==> src/core/cpk_regs.svh <==
// Purpose: Constants for the configuration port key decoder.
// Assumes: 16-bit ISA I/O addresses, 8-bit data.
// Notes: Index numbers other than the activate index are the global configuration register indices.
`ifndef CPK_REGS_SVH
`define CPK_REGS_SVH
`define CPK_BASE_STRAP0 16'h03f0
`define CPK_BASE_STRAP1 16'h0370
`define CPK_KEY_ENTER 8'h55
`define CPK_KEY_EXIT 8'haa
`define CPK_IDX_LDN 8'h07
`define CPK_IDX_ADDR_LO 8'h26
`define CPK_IDX_ADDR_HI 8'h27
`define CPK_LDN_RESET 8'h00
`define CPK_ACT_RESET 8'h00
`define CPK_IDX_ACTIVATE 8'h30
`define CPK_NUM_LDEV 16
`endif

==> src/core/cpk_pkg.sv <==
// Purpose: Types for the configuration port key decoder.
// Assumes: Nothing beyond the header.
// Notes: States are one-hot.
package cpk_pkg;
   typedef enum logic [1:0] {
      CPK_RUN = 2'b01,
      CPK_CFG = 2'b10
   } cpk_state_t;
endpackage : cpk_pkg

==> src/core/cpk_io_if.sv <==
// Purpose: Decoded I/O access between the decoder and the port matcher.
// Assumes: One access per cycle.
// Notes: Matcher looks at address and qualifiers only.
`timescale 1ns/1ps
interface cpk_io_if;
   logic [15:0] addr;
   logic aen;
   logic [15:0] base;
   logic hit_cfg;
   logic hit_data;
   modport dec (output addr, output aen, output base, input hit_cfg, input hit_data);
   modport match (input addr, input aen, input base, output hit_cfg, output hit_data);
endinterface : cpk_io_if

==> src/core/cpk_key_decoder.sv <==
// Purpose: Configuration port decoder with entry and exit keys.
// Assumes: iow_i/ior_i are one-cycle strobes synchronous to sys_clk_i.
// Notes: Holds the global index, device number, port address and activate bits.
`timescale 1ns/1ps
`include "cpk_regs.svh"
module cpk_key_decoder
   import cpk_pkg::*;
#(
   parameter int NUM_LDEV = `CPK_NUM_LDEV
) (
   // Clock and reset
   input wire logic sys_clk_i,
   input wire logic rst_i,
   // Board straps and host reset pin
   input wire logic host_reset_in_i,
   input wire logic port_strap_select_i,
   // ISA bus
   input wire logic [15:0] isa_addr_i,
   input wire logic aen_i,
   input wire logic iow_i,
   input wire logic ior_i,
   input wire logic [7:0] isa_data_i,
   output logic [7:0] isa_data_o,
   output logic isa_data_oe_n_o,
   // Status
   output logic cfg_mode_o,
   output logic [7:0] ldev_num_o,
   output logic [NUM_LDEV-1:0] ldev_active_o
);
   cpk_state_t state_reg;
   logic [7:0] index_reg;
   logic [7:0] port_addr_low_reg;
   logic [7:0] port_addr_high_reg;
   logic [NUM_LDEV-1:0] act_reg;
   logic host_rst_d_reg;
   logic hit_cfg;
   logic hit_data;
   logic wr_cfg;
   logic wr_data;
   logic rd_data;
   logic rd_index;
   logic any_reset;
   logic [7:0] rd_next;
   cpk_io_if io ();

   assign io.addr = isa_addr_i;
   assign io.aen = aen_i;
   assign io.base = {port_addr_high_reg, port_addr_low_reg};
   assign hit_cfg = io.hit_cfg;
   assign hit_data = io.hit_data;

   cpk_port_match u_match (
      .io(io)
   );

   // The pin reset acts like rst_i for all control state except the port address, which reloads only when the pin falls
   assign any_reset = rst_i || host_reset_in_i;
   assign wr_cfg = iow_i && hit_cfg;
   assign wr_data = iow_i && hit_data && (state_reg == CPK_CFG);
   assign rd_index = ior_i && hit_cfg && (state_reg == CPK_CFG);
   assign rd_data = ior_i && hit_data && (state_reg == CPK_CFG);

   always_ff @(posedge sys_clk_i) begin
      if (rst_i) begin
         host_rst_d_reg <= 1'b0;
      end else begin
         host_rst_d_reg <= host_reset_in_i;
      end
   end

   // Key state machine
   always_ff @(posedge sys_clk_i) begin
      if (any_reset) begin
         state_reg <= CPK_RUN;
      end else begin
         case (state_reg)
            CPK_RUN: begin
               if (wr_cfg && isa_data_i == `CPK_KEY_ENTER) begin
                  state_reg <= CPK_CFG;
               end
            end
            CPK_CFG: begin
               if (wr_cfg && isa_data_i == `CPK_KEY_EXIT) begin
                  state_reg <= CPK_RUN;
               end
            end
            default: begin
               state_reg <= CPK_RUN;
            end
         endcase
      end
   end

   // Strap catch: power-on reset or falling host reset reloads the base
   always_ff @(posedge sys_clk_i) begin
      if (rst_i || (host_rst_d_reg && !host_reset_in_i)) begin
         // Each byte is cut out of the 16-bit base on purpose
         port_addr_high_reg <= port_strap_select_i ? 8'(`CPK_BASE_STRAP1 >> 8)
                                                   : 8'(`CPK_BASE_STRAP0 >> 8);
         port_addr_low_reg <= port_strap_select_i ? 8'(`CPK_BASE_STRAP1)
                                                  : 8'(`CPK_BASE_STRAP0);
      end else if (wr_data && index_reg == `CPK_IDX_ADDR_LO) begin
         port_addr_low_reg <= isa_data_i;
      end else if (wr_data && index_reg == `CPK_IDX_ADDR_HI) begin
         port_addr_high_reg <= isa_data_i;
      end
   end

   // Index is written at the config port address while configuring
   always_ff @(posedge sys_clk_i) begin
      if (any_reset) begin
         index_reg <= 8'h00;
      end else if (wr_cfg && state_reg == CPK_CFG && isa_data_i != `CPK_KEY_EXIT) begin
         index_reg <= isa_data_i;
      end
   end

   always_ff @(posedge sys_clk_i) begin
      if (any_reset) begin
         ldev_num_o <= `CPK_LDN_RESET;
      end else if (wr_data && index_reg == `CPK_IDX_LDN) begin
         ldev_num_o <= isa_data_i;
      end
   end

   // Activate bit per logical device; only bit 0 of the data is meaningful
   always_ff @(posedge sys_clk_i) begin
      if (any_reset) begin
         act_reg <= '0;
      end else if (wr_data && index_reg == `CPK_IDX_ACTIVATE
                   && ldev_num_o < 8'(NUM_LDEV)) begin
         act_reg[ldev_num_o[$clog2(NUM_LDEV)-1:0]] <= isa_data_i[0];
      end
   end

   always_comb begin
      rd_next = 8'h00;
      if (rd_index) begin
         rd_next = index_reg;
      end else begin
         case (index_reg)
            `CPK_IDX_LDN: rd_next = ldev_num_o;
            `CPK_IDX_ADDR_LO: rd_next = port_addr_low_reg;
            `CPK_IDX_ADDR_HI: rd_next = port_addr_high_reg;
            `CPK_IDX_ACTIVATE: begin
               if (ldev_num_o < 8'(NUM_LDEV)) begin
                  rd_next = {7'h00, act_reg[ldev_num_o[$clog2(NUM_LDEV)-1:0]]};
               end
            end
            default: rd_next = 8'h00;
         endcase
      end
   end

   // Read data is registered; driven one cycle after the strobe, for one cycle
   always_ff @(posedge sys_clk_i) begin
      if (any_reset) begin
         isa_data_o <= 8'h00;
         isa_data_oe_n_o <= 1'b1;
      end else begin
         isa_data_o <= rd_next;
         isa_data_oe_n_o <= !(rd_index || rd_data);
      end
   end

   always_ff @(posedge sys_clk_i) begin
      if (any_reset) begin
         cfg_mode_o <= 1'b0;
         ldev_active_o <= '0;
      end else begin
         cfg_mode_o <= (state_reg == CPK_CFG);
         ldev_active_o <= act_reg;
      end
   end

   // Checks
   run_after_reset_a: assert property (@(posedge sys_clk_i)
      rst_i |=> state_reg == CPK_RUN && act_reg == '0)
      else $error("not in run after reset");
   no_run_drive_a: assert property (@(posedge sys_clk_i) disable iff (any_reset)
      $past(state_reg) == CPK_RUN && !$past(any_reset) |-> isa_data_oe_n_o)
      else $error("bus driven in run state");
   strap_base_a: assert property (@(posedge sys_clk_i)
      rst_i |=> {port_addr_high_reg, port_addr_low_reg}
         == ($past(port_strap_select_i) ? `CPK_BASE_STRAP1 : `CPK_BASE_STRAP0))
      else $error("strap base wrong");
   enter_key_a: assert property (@(posedge sys_clk_i) disable iff (any_reset)
      state_reg == CPK_RUN && iow_i && !aen_i && isa_addr_i == io.base
      && isa_data_i == `CPK_KEY_ENTER |=> state_reg == CPK_CFG ##1 cfg_mode_o)
      else $error("entry key not taken");
   exit_key_a: assert property (@(posedge sys_clk_i) disable iff (any_reset)
      state_reg == CPK_CFG && wr_cfg && isa_data_i == `CPK_KEY_EXIT
      |=> state_reg == CPK_RUN)
      else $error("exit key not taken");
   dma_ignore_a: assert property (@(posedge sys_clk_i) disable iff (any_reset)
      aen_i |=> $stable(state_reg) && $stable(index_reg))
      else $error("dma cycle decoded");
   relocate_a: assert property (@(posedge sys_clk_i) disable iff (any_reset)
      wr_data && index_reg == `CPK_IDX_ADDR_LO |=> port_addr_low_reg == $past(isa_data_i))
      else $error("port address low not updated");
   data_read_a: assert property (@(posedge sys_clk_i) disable iff (any_reset)
      ior_i && !aen_i && state_reg == CPK_CFG && isa_addr_i == 16'(io.base + 16'h0001)
      |=> !isa_data_oe_n_o)
      else $error("data port read not answered");
   run_ignore_a: assert property (@(posedge sys_clk_i) disable iff (any_reset)
      state_reg == CPK_RUN && wr_cfg && isa_data_i != `CPK_KEY_ENTER |=> state_reg == CPK_RUN)
      else $error("run state took a non key write");
   enter_c: cover property (@(posedge sys_clk_i) state_reg == CPK_RUN ##1 state_reg == CPK_CFG);
   exit_c: cover property (@(posedge sys_clk_i) state_reg == CPK_CFG ##1 state_reg == CPK_RUN);
   relocate_c: cover property (@(posedge sys_clk_i) wr_data && index_reg == `CPK_IDX_ADDR_HI);
   host_strap_a: assert property (@(posedge sys_clk_i) disable iff (rst_i)
      host_rst_d_reg && !host_reset_in_i |=> {port_addr_high_reg, port_addr_low_reg}
         == ($past(port_strap_select_i) ? `CPK_BASE_STRAP1 : `CPK_BASE_STRAP0))
      else $error("strap not caught on host reset");
   ldev_write_a: assert property (@(posedge sys_clk_i) disable iff (any_reset)
      wr_data && index_reg == `CPK_IDX_LDN |=> ldev_num_o == $past(isa_data_i))
      else $error("logical device number not written");
   index_read_a: assert property (@(posedge sys_clk_i) disable iff (any_reset)
      rd_index |=> !isa_data_oe_n_o && isa_data_o == $past(index_reg))
      else $error("index port read not answered");
   // Any device, not only device 0, since software picks the number
   activate_c: cover property (@(posedge sys_clk_i) $rose(|ldev_active_o));
   dma_c: cover property (@(posedge sys_clk_i) aen_i && iow_i);
endmodule : cpk_key_decoder

==> src/core/cpk_port_match.sv <==
// Purpose: Matches the I/O address against the config and data ports.
// Assumes: aen high marks a DMA cycle.
// Notes: Purely combinational.
`timescale 1ns/1ps
module cpk_port_match (
   cpk_io_if.match io
);
   assign io.hit_cfg = !io.aen && (io.addr == io.base);
   assign io.hit_data = !io.aen && (io.addr == 16'(io.base + 16'h0001));
endmodule : cpk_port_match

==> config.mk <==
export PLATFORM = sky130hd
export DESIGN_NAME = cpk_key_decoder
export DESIGN_NICKNAME = d
export VERILOG_FILES = /design/src/core/cpk_pkg.sv /design/src/core/cpk_io_if.sv /design/src/core/cpk_key_decoder.sv /design/src/core/cpk_port_match.sv
export VERILOG_INCLUDE_DIRS = /design/src /design/src/core
export SDC_FILE = /design/constraint.sdc
export NUM_CORES = 1
export LEC_CHECK = 0
export ABC_AREA = 1
export BUFFER_PORTS_ARGS = -buffer_cell sky130_fd_sc_hd__buf_2
export CORE_ASPECT_RATIO = 0.75
export CORE_MARGIN = 2
export CORE_UTILIZATION = 57
export DETAILED_ROUTE_END_ITERATION = 12
export PLACE_DENSITY = 0.8
export SETUP_SLACK_MARGIN = 0.05
export SKIP_CTS_REPAIR_TIMING = 1
export SYNTH_ARGS = -nofsm -noshare
export SYNTH_HDL_FRONTEND = slang
export SYNTH_SLANG_ARGS = --single-unit
export TNS_END_PERCENT = 5
==> constraint.sdc <==
create_clock -name sys_clk_i -period 3.4 [get_ports sys_clk_i]
set_input_delay 0.51 -clock sys_clk_i [delete_from_list [all_inputs] [get_ports sys_clk_i]]
set_output_delay 0.51 -clock sys_clk_i [all_outputs]
set_load 0.02 [all_outputs]
## Word-level counts from Yosys, hierarchy flattened

Cells that the tools add are included.

- Register bits after elaboration: 77
- Bits of input ports: 31

- Equal/unequal tests: 13
- Mux-type cells: 14
- Add/sub/neg operators: 1
- Bitwise logic cells: 1
- Reduce and logical (&&, ||, !) cells: 29
- $lt $le $gt $ge: 3

Operators with widths:

| operator | number |
|---|---|
| 16-bit == test | 2 |
| 8-bit 2-to-1 mux | 4 |
| 8-bit case mux with 4 select lines | 1 |
| 8-bit by 6-bit == test with 1-bit output, second input constant | 3 |
| 1-bit logical AND | 20 |
| 16-bit by 1-bit adder with 16-bit output, second input constant | 1 |
| 16-bit bitwise mux | 1 |
| 8-bit by 3-bit == test with 1-bit output, second input constant | 1 |
| 8-bit by 7-bit == test with 1-bit output, second input constant | 1 |
| 8-bit == test, second input constant | 1 |
| 8-bit by 5-bit < comparator with 1-bit output, second input constant | 1 |
| 8-bit inequality test, second input constant | 1 |
| 4-bit by 5-bit < comparator with 1-bit output, second input constant | 1 |
| 1-bit binary-select mux with 4-bit select | 1 |
| 1-bit demux with 4-bit select | 1 |
| 4-bit by 1-bit greater-or-equal comparator with 1-bit output, second input constant | 1 |
| 2-bit 2-to-1 mux | 2 |
| 2-bit inequality test, second input constant | 2 |
| 2-bit case mux with 2 select lines | 1 |
| 2-bit AND reduction | 2 |
| 1-bit zero test | 3 |
| 1-bit logical OR | 3 |
| 1-bit 2-to-1 mux | 3 |
| 2-bit by 1-bit == test with 1-bit output, second input constant | 1 |
| 3 further kinds | 3 |

## Depth between registers and ports, before layout

- Depth after elaboration: 8
- Mapped depth: 17
- Depth with buffers taken out: 16

## Hierarchy

Synthesis repeated with hierarchy kept, for this count alone.

- Cells, all modules: 597
- Area, all modules: 3972.6 um2

Modules (own cells, without submodules):

| module | cells an instance | instances | sequential area each (um2) | area an instance (um2) |
|---|---|---|---|---|
| cpk_key_decoder | 430 | 1 | 1621.6 | 3230.6 |
| cpk_port_match | 167 | 1 | 0.0 | 742.0 |

## Least setup slack after synthesis

Ideal clock, no wire load.

- Path kind: register to register
- Start: reg port_addr_low_reg[1]
- End: reg port_addr_low_reg[0] (enable)
- Required time: 3.071 ns
- Buffers on the path: 1
- Stages on the path, launching flop included: 15
- Clock period less this slack: 2.325 ns
- Setup slack: 1.075 ns
- Arrival: 1.996 ns
- Cells stage by stage: edfxtp_1 ha_1 inv_1 nand2_1 nand3b_1 nor2_1 nand2_1 nor2_1 nand2_1 nor2_2 nand3_4 nor2_8 buf_4 nand2_1 nand2_1

- Word-level cells in the longest chain between the ends: 7

RTL lines:

| item | line | RTL |
|---|---|---|
| start: declaration | cpk_key_decoder.sv:32 | `logic [7:0] port_addr_low_reg;` |
| start signal: assignment | cpk_key_decoder.sv:100 | `` port_addr_low_reg <= port_strap_select_i ? 8'(`CPK_BASE_STRAP1) `` |
| start signal: assignment | cpk_key_decoder.sv:103 | `port_addr_low_reg <= isa_data_i;` |
| 16-bit by 1-bit adder with 16-bit output | cpk_port_match.sv:9 | `assign io.hit_data = !io.aen && (io.addr == 16'(io.base + 16'h0001));` |
| 16-bit == test | cpk_port_match.sv:9 |  |
| 1-bit logical AND | cpk_port_match.sv:9 |  |
| 1-bit logical AND (2 in a row) | cpk_key_decoder.sv:59 | `assign wr_data = iow_i && hit_data && (state_reg == CPK_CFG);` |
| 1-bit logical AND (no line) | -- |  |
| 2-bit nonzero test (no line) | -- |  |

Every way passes these cells.
A chain may end at the register's enable or synchronous reset.

## Worst setup path in the final report

Ends and elaborated chain as after synthesis.

==> flow_metrics.env <==
export IMPL_outcome="complete, no violations"
export IMPL_dp_cells=832
export IMPL_root_buffer="clkbuf_8"
export IMPL_async_flop_share_pct=0
export IMPL_drc=0
export IMPL_cp_end_kind="flip-flop"
export IMPL_cts_htree_levels=3
export IMPL_worstPathRequired_ps=3420
export IMPL_worst_path_buf_inv=0
export IMPL_synth_avg_cell_area_um2=6.33
export IMPL_rows=27
export IMPL_clkTransAtPathRegs_ps=80
export IMPL_ir_drop_mv=0.363
export IMPL_hpwl_um=10100
export IMPL_critPathTopFamily="simple AND/OR/NAND/NOR gates"
export IMPL_rsz0062_at_grt="false"
export IMPL_antenna_found_initial=0
export IMPL_setup_tns_ps=0
export IMPL_synth_area_leaders="dfxtp_1 32%, nand2_1 14%, nor2_1 14%, inv_1 10%, edfxtp_1 5.6%"
export IMPL_fill_cells=647
export IMPL_core_area_um2=7300
export IMPL_slew_viol_final=0
export IMPL_vias=4561
export IMPL_post_route_period_util_pct=84.4
export IMPL_drt_wl_total_um=13100
export IMPL_ys_types=34
export IMPL_finalPower_mw=1.74
export IMPL_setup_violations=0
export IMPL_syn_inst=672
export IMPL_n_antenna_cell=0
export IMPL_clock_sinks=77
export IMPL_worstPathCellList="ha_1, nand2_1, nor2_1, nand2_1, nand2_1, nand2_1, nor2_1, nand2_1, nor2_4, nand3_4, nor2_8, nand2_1, nand2_1"
export IMPL_ys_flop_type="dfxtp_1"
export IMPL_worst_ep_arrival_time_ps=2890
export IMPL_gp_congestion=1.03
export IMPL_grt_max_degree=27
export IMPL_hold_path_class="input port to flip-flop"
export IMPL_final_core_util_pct=66.7
export IMPL_first_iter_violations=388
export IMPL_pwr_density_cell_nw_per_um2=358
export IMPL_grt_pass1_wl_um=20800
export IMPL_fmax_mhz=348
export IMPL_dr_pass1_iters=5
export IMPL_die_w_um=104
export IMPL_detail_route_wl_per_cell_um=15.5
export IMPL_tightest_slew_ps=528
export IMPL_fin_cells=848
export IMPL_critPathMaxStageDelay_ps=490
export IMPL_antenna_left=0
export IMPL_io_pins=65
export IMPL_grtUsageTotal_pct=32.9
export IMPL_cts_buffers_inserted=9
export IMPL_cpMostUsedCell="nand2_1"
export IMPL_overflow=0
export IMPL_die_height_um=78.8
export IMPL_clock_latency_ps=350
export IMPL_synth_cell_area_um2=4250
export IMPL_ys_seq_elements=77
export IMPL_relSlewSlack_pct=64.7
export IMPL_synth_top_area_share_pct=32.5
export IMPL_drv_cap=0
export IMPL_multi_input_area_um2=2110
export IMPL_clockBufferDepth=2
export IMPL_worst_setup_path_type="flip-flop to flip-flop"
export IMPL_initial_core_util_pct=58.3
export IMPL_drive_above_1_share_pct=13.9
export IMPL_syn_nets=704
export IMPL_regArea_um2=1620
export IMPL_final_nets=774
export IMPL_portBuffers=64
export IMPL_ys_warn_count=0
export IMPL_area_delta_synth_final_pct=14.5
export IMPL_hold_slack_ps=343
export IMPL_hold_viol=0
export IMPL_first_global_vias=4156
export IMPL_critPathMaxFanout=19
export IMPL_start_kind="flip-flop"
export IMPL_cp_slowest_cell="edfxtp_1"
export IMPL_fin_skew_ps=12.0
export IMPL_cts_tree="yes"
export IMPL_synth_edff_count=8
export IMPL_dieArea_um2=8180
export IMPL_ys_seq_area_share_pct=38.1
export IMPL_leakagePower_nw=2.33
export IMPL_drt_vias_per_instance=5.38
export IMPL_yosys_area_top_type="dfxtp_1"
export IMPL_fin_crit_ps=2870
==> worst reg2reg max path: cells and delay by family (launching register included) <==
kind,cells,cell delay [ps]
flip-flops,1,490
AND/OR/NAND/NOR,12,1800
adder cells (fa/ha/maj),1,270
==> cell usage in the layout, fill, tap and decap left out, types with 4 or more instances in the layout <==
master,synthesis,routed
a21oi_1,17,17
buf_2,2,64
buf_4,2,7
clkbuf_8,0,9
dfxtp_1,69,69
edfxtp_1,8,8
inv_1,117,117
nand2_1,160,160
nand3_1,34,34
nand4_1,26,26
nor2_1,159,159
nor2_2,7,7
o21ai_0,10,10
o22ai_1,19,19
xor2_1,4,4
==> final timing paths <==
check	slack, ps	to	startpoint	cells past startpoint
hold reg to reg	460	ldev_active_o[0]	act_reg[0]	2
setup / recovery	530	port_addr_low_reg[0]	port_addr_low_reg[1]	13
hold / removal	340	host_rst_d_reg	rst_i	2
setup reg to reg	530	port_addr_low_reg[0]	port_addr_low_reg[1]	13
==> layer usage <==
layer / up-vias / track usage (%) / part of all wire (%)
li1: 2225 / - / -
met1: 2053 / 46.2 / 45
met2: 270 / 49.2 / 41
met3: 13 / 11.1 / 13
met4: 0 / 7.43 / 0.78
met5: - / 0 / 0
==> Yosys cell counts (4+ instances only) <==
library cell and n:
clkbuf_1 6, dfxtp_1 69, inv_1 117, xor2_1 4, nand3_1 34, a21oi_1 17, nor2_1 159, nand4_1 26
o21ai_0 10, nand2_1 160, edfxtp_1 8, o22ai_1 19, nor2_2 7
==> report_power, final <==
part	internal [mW]	switching (mW)	total (mW)	leakage, nW
Combinational	0.0474	0.103	0.151	1.61
Clock	0.313	0.343	0.656	0.0921
Sequential	0.925	0.0123	0.937	0.635
==> through the flow <==
stage                     area (um2)  worst slack [ps]
after global routing            4870               276
after global placement          4680               658
after floorplan                 4250              1080
final                           4870               530
after detailed placement        4680               619
after CTS                       4870               596
==> cells by family after synthesis <==
logic type / Yosys count / share of synthesized area (%)
fa+ha+maj: 1 / 0.294
xor+xnor: 6 / 1.24
flops: 77 / 38.1
simple gates: 406 / 41.4
compound gates: 50 / 6.71
buf+inv: 132 / 12.2
==> area by class of cell <==
class | count | share of cell area, %
clock inverter | 4 | 0.617
multi-input combinational | 463 | 43.4
inverter | 120 | 9.25
sequential | 77 | 33.3
tap | 101 | 2.60
clock buffer | 12 | 3.21
timing repair buffer | 71 | 7.66
Note: power is estimated with default switching activity, not from simulation.
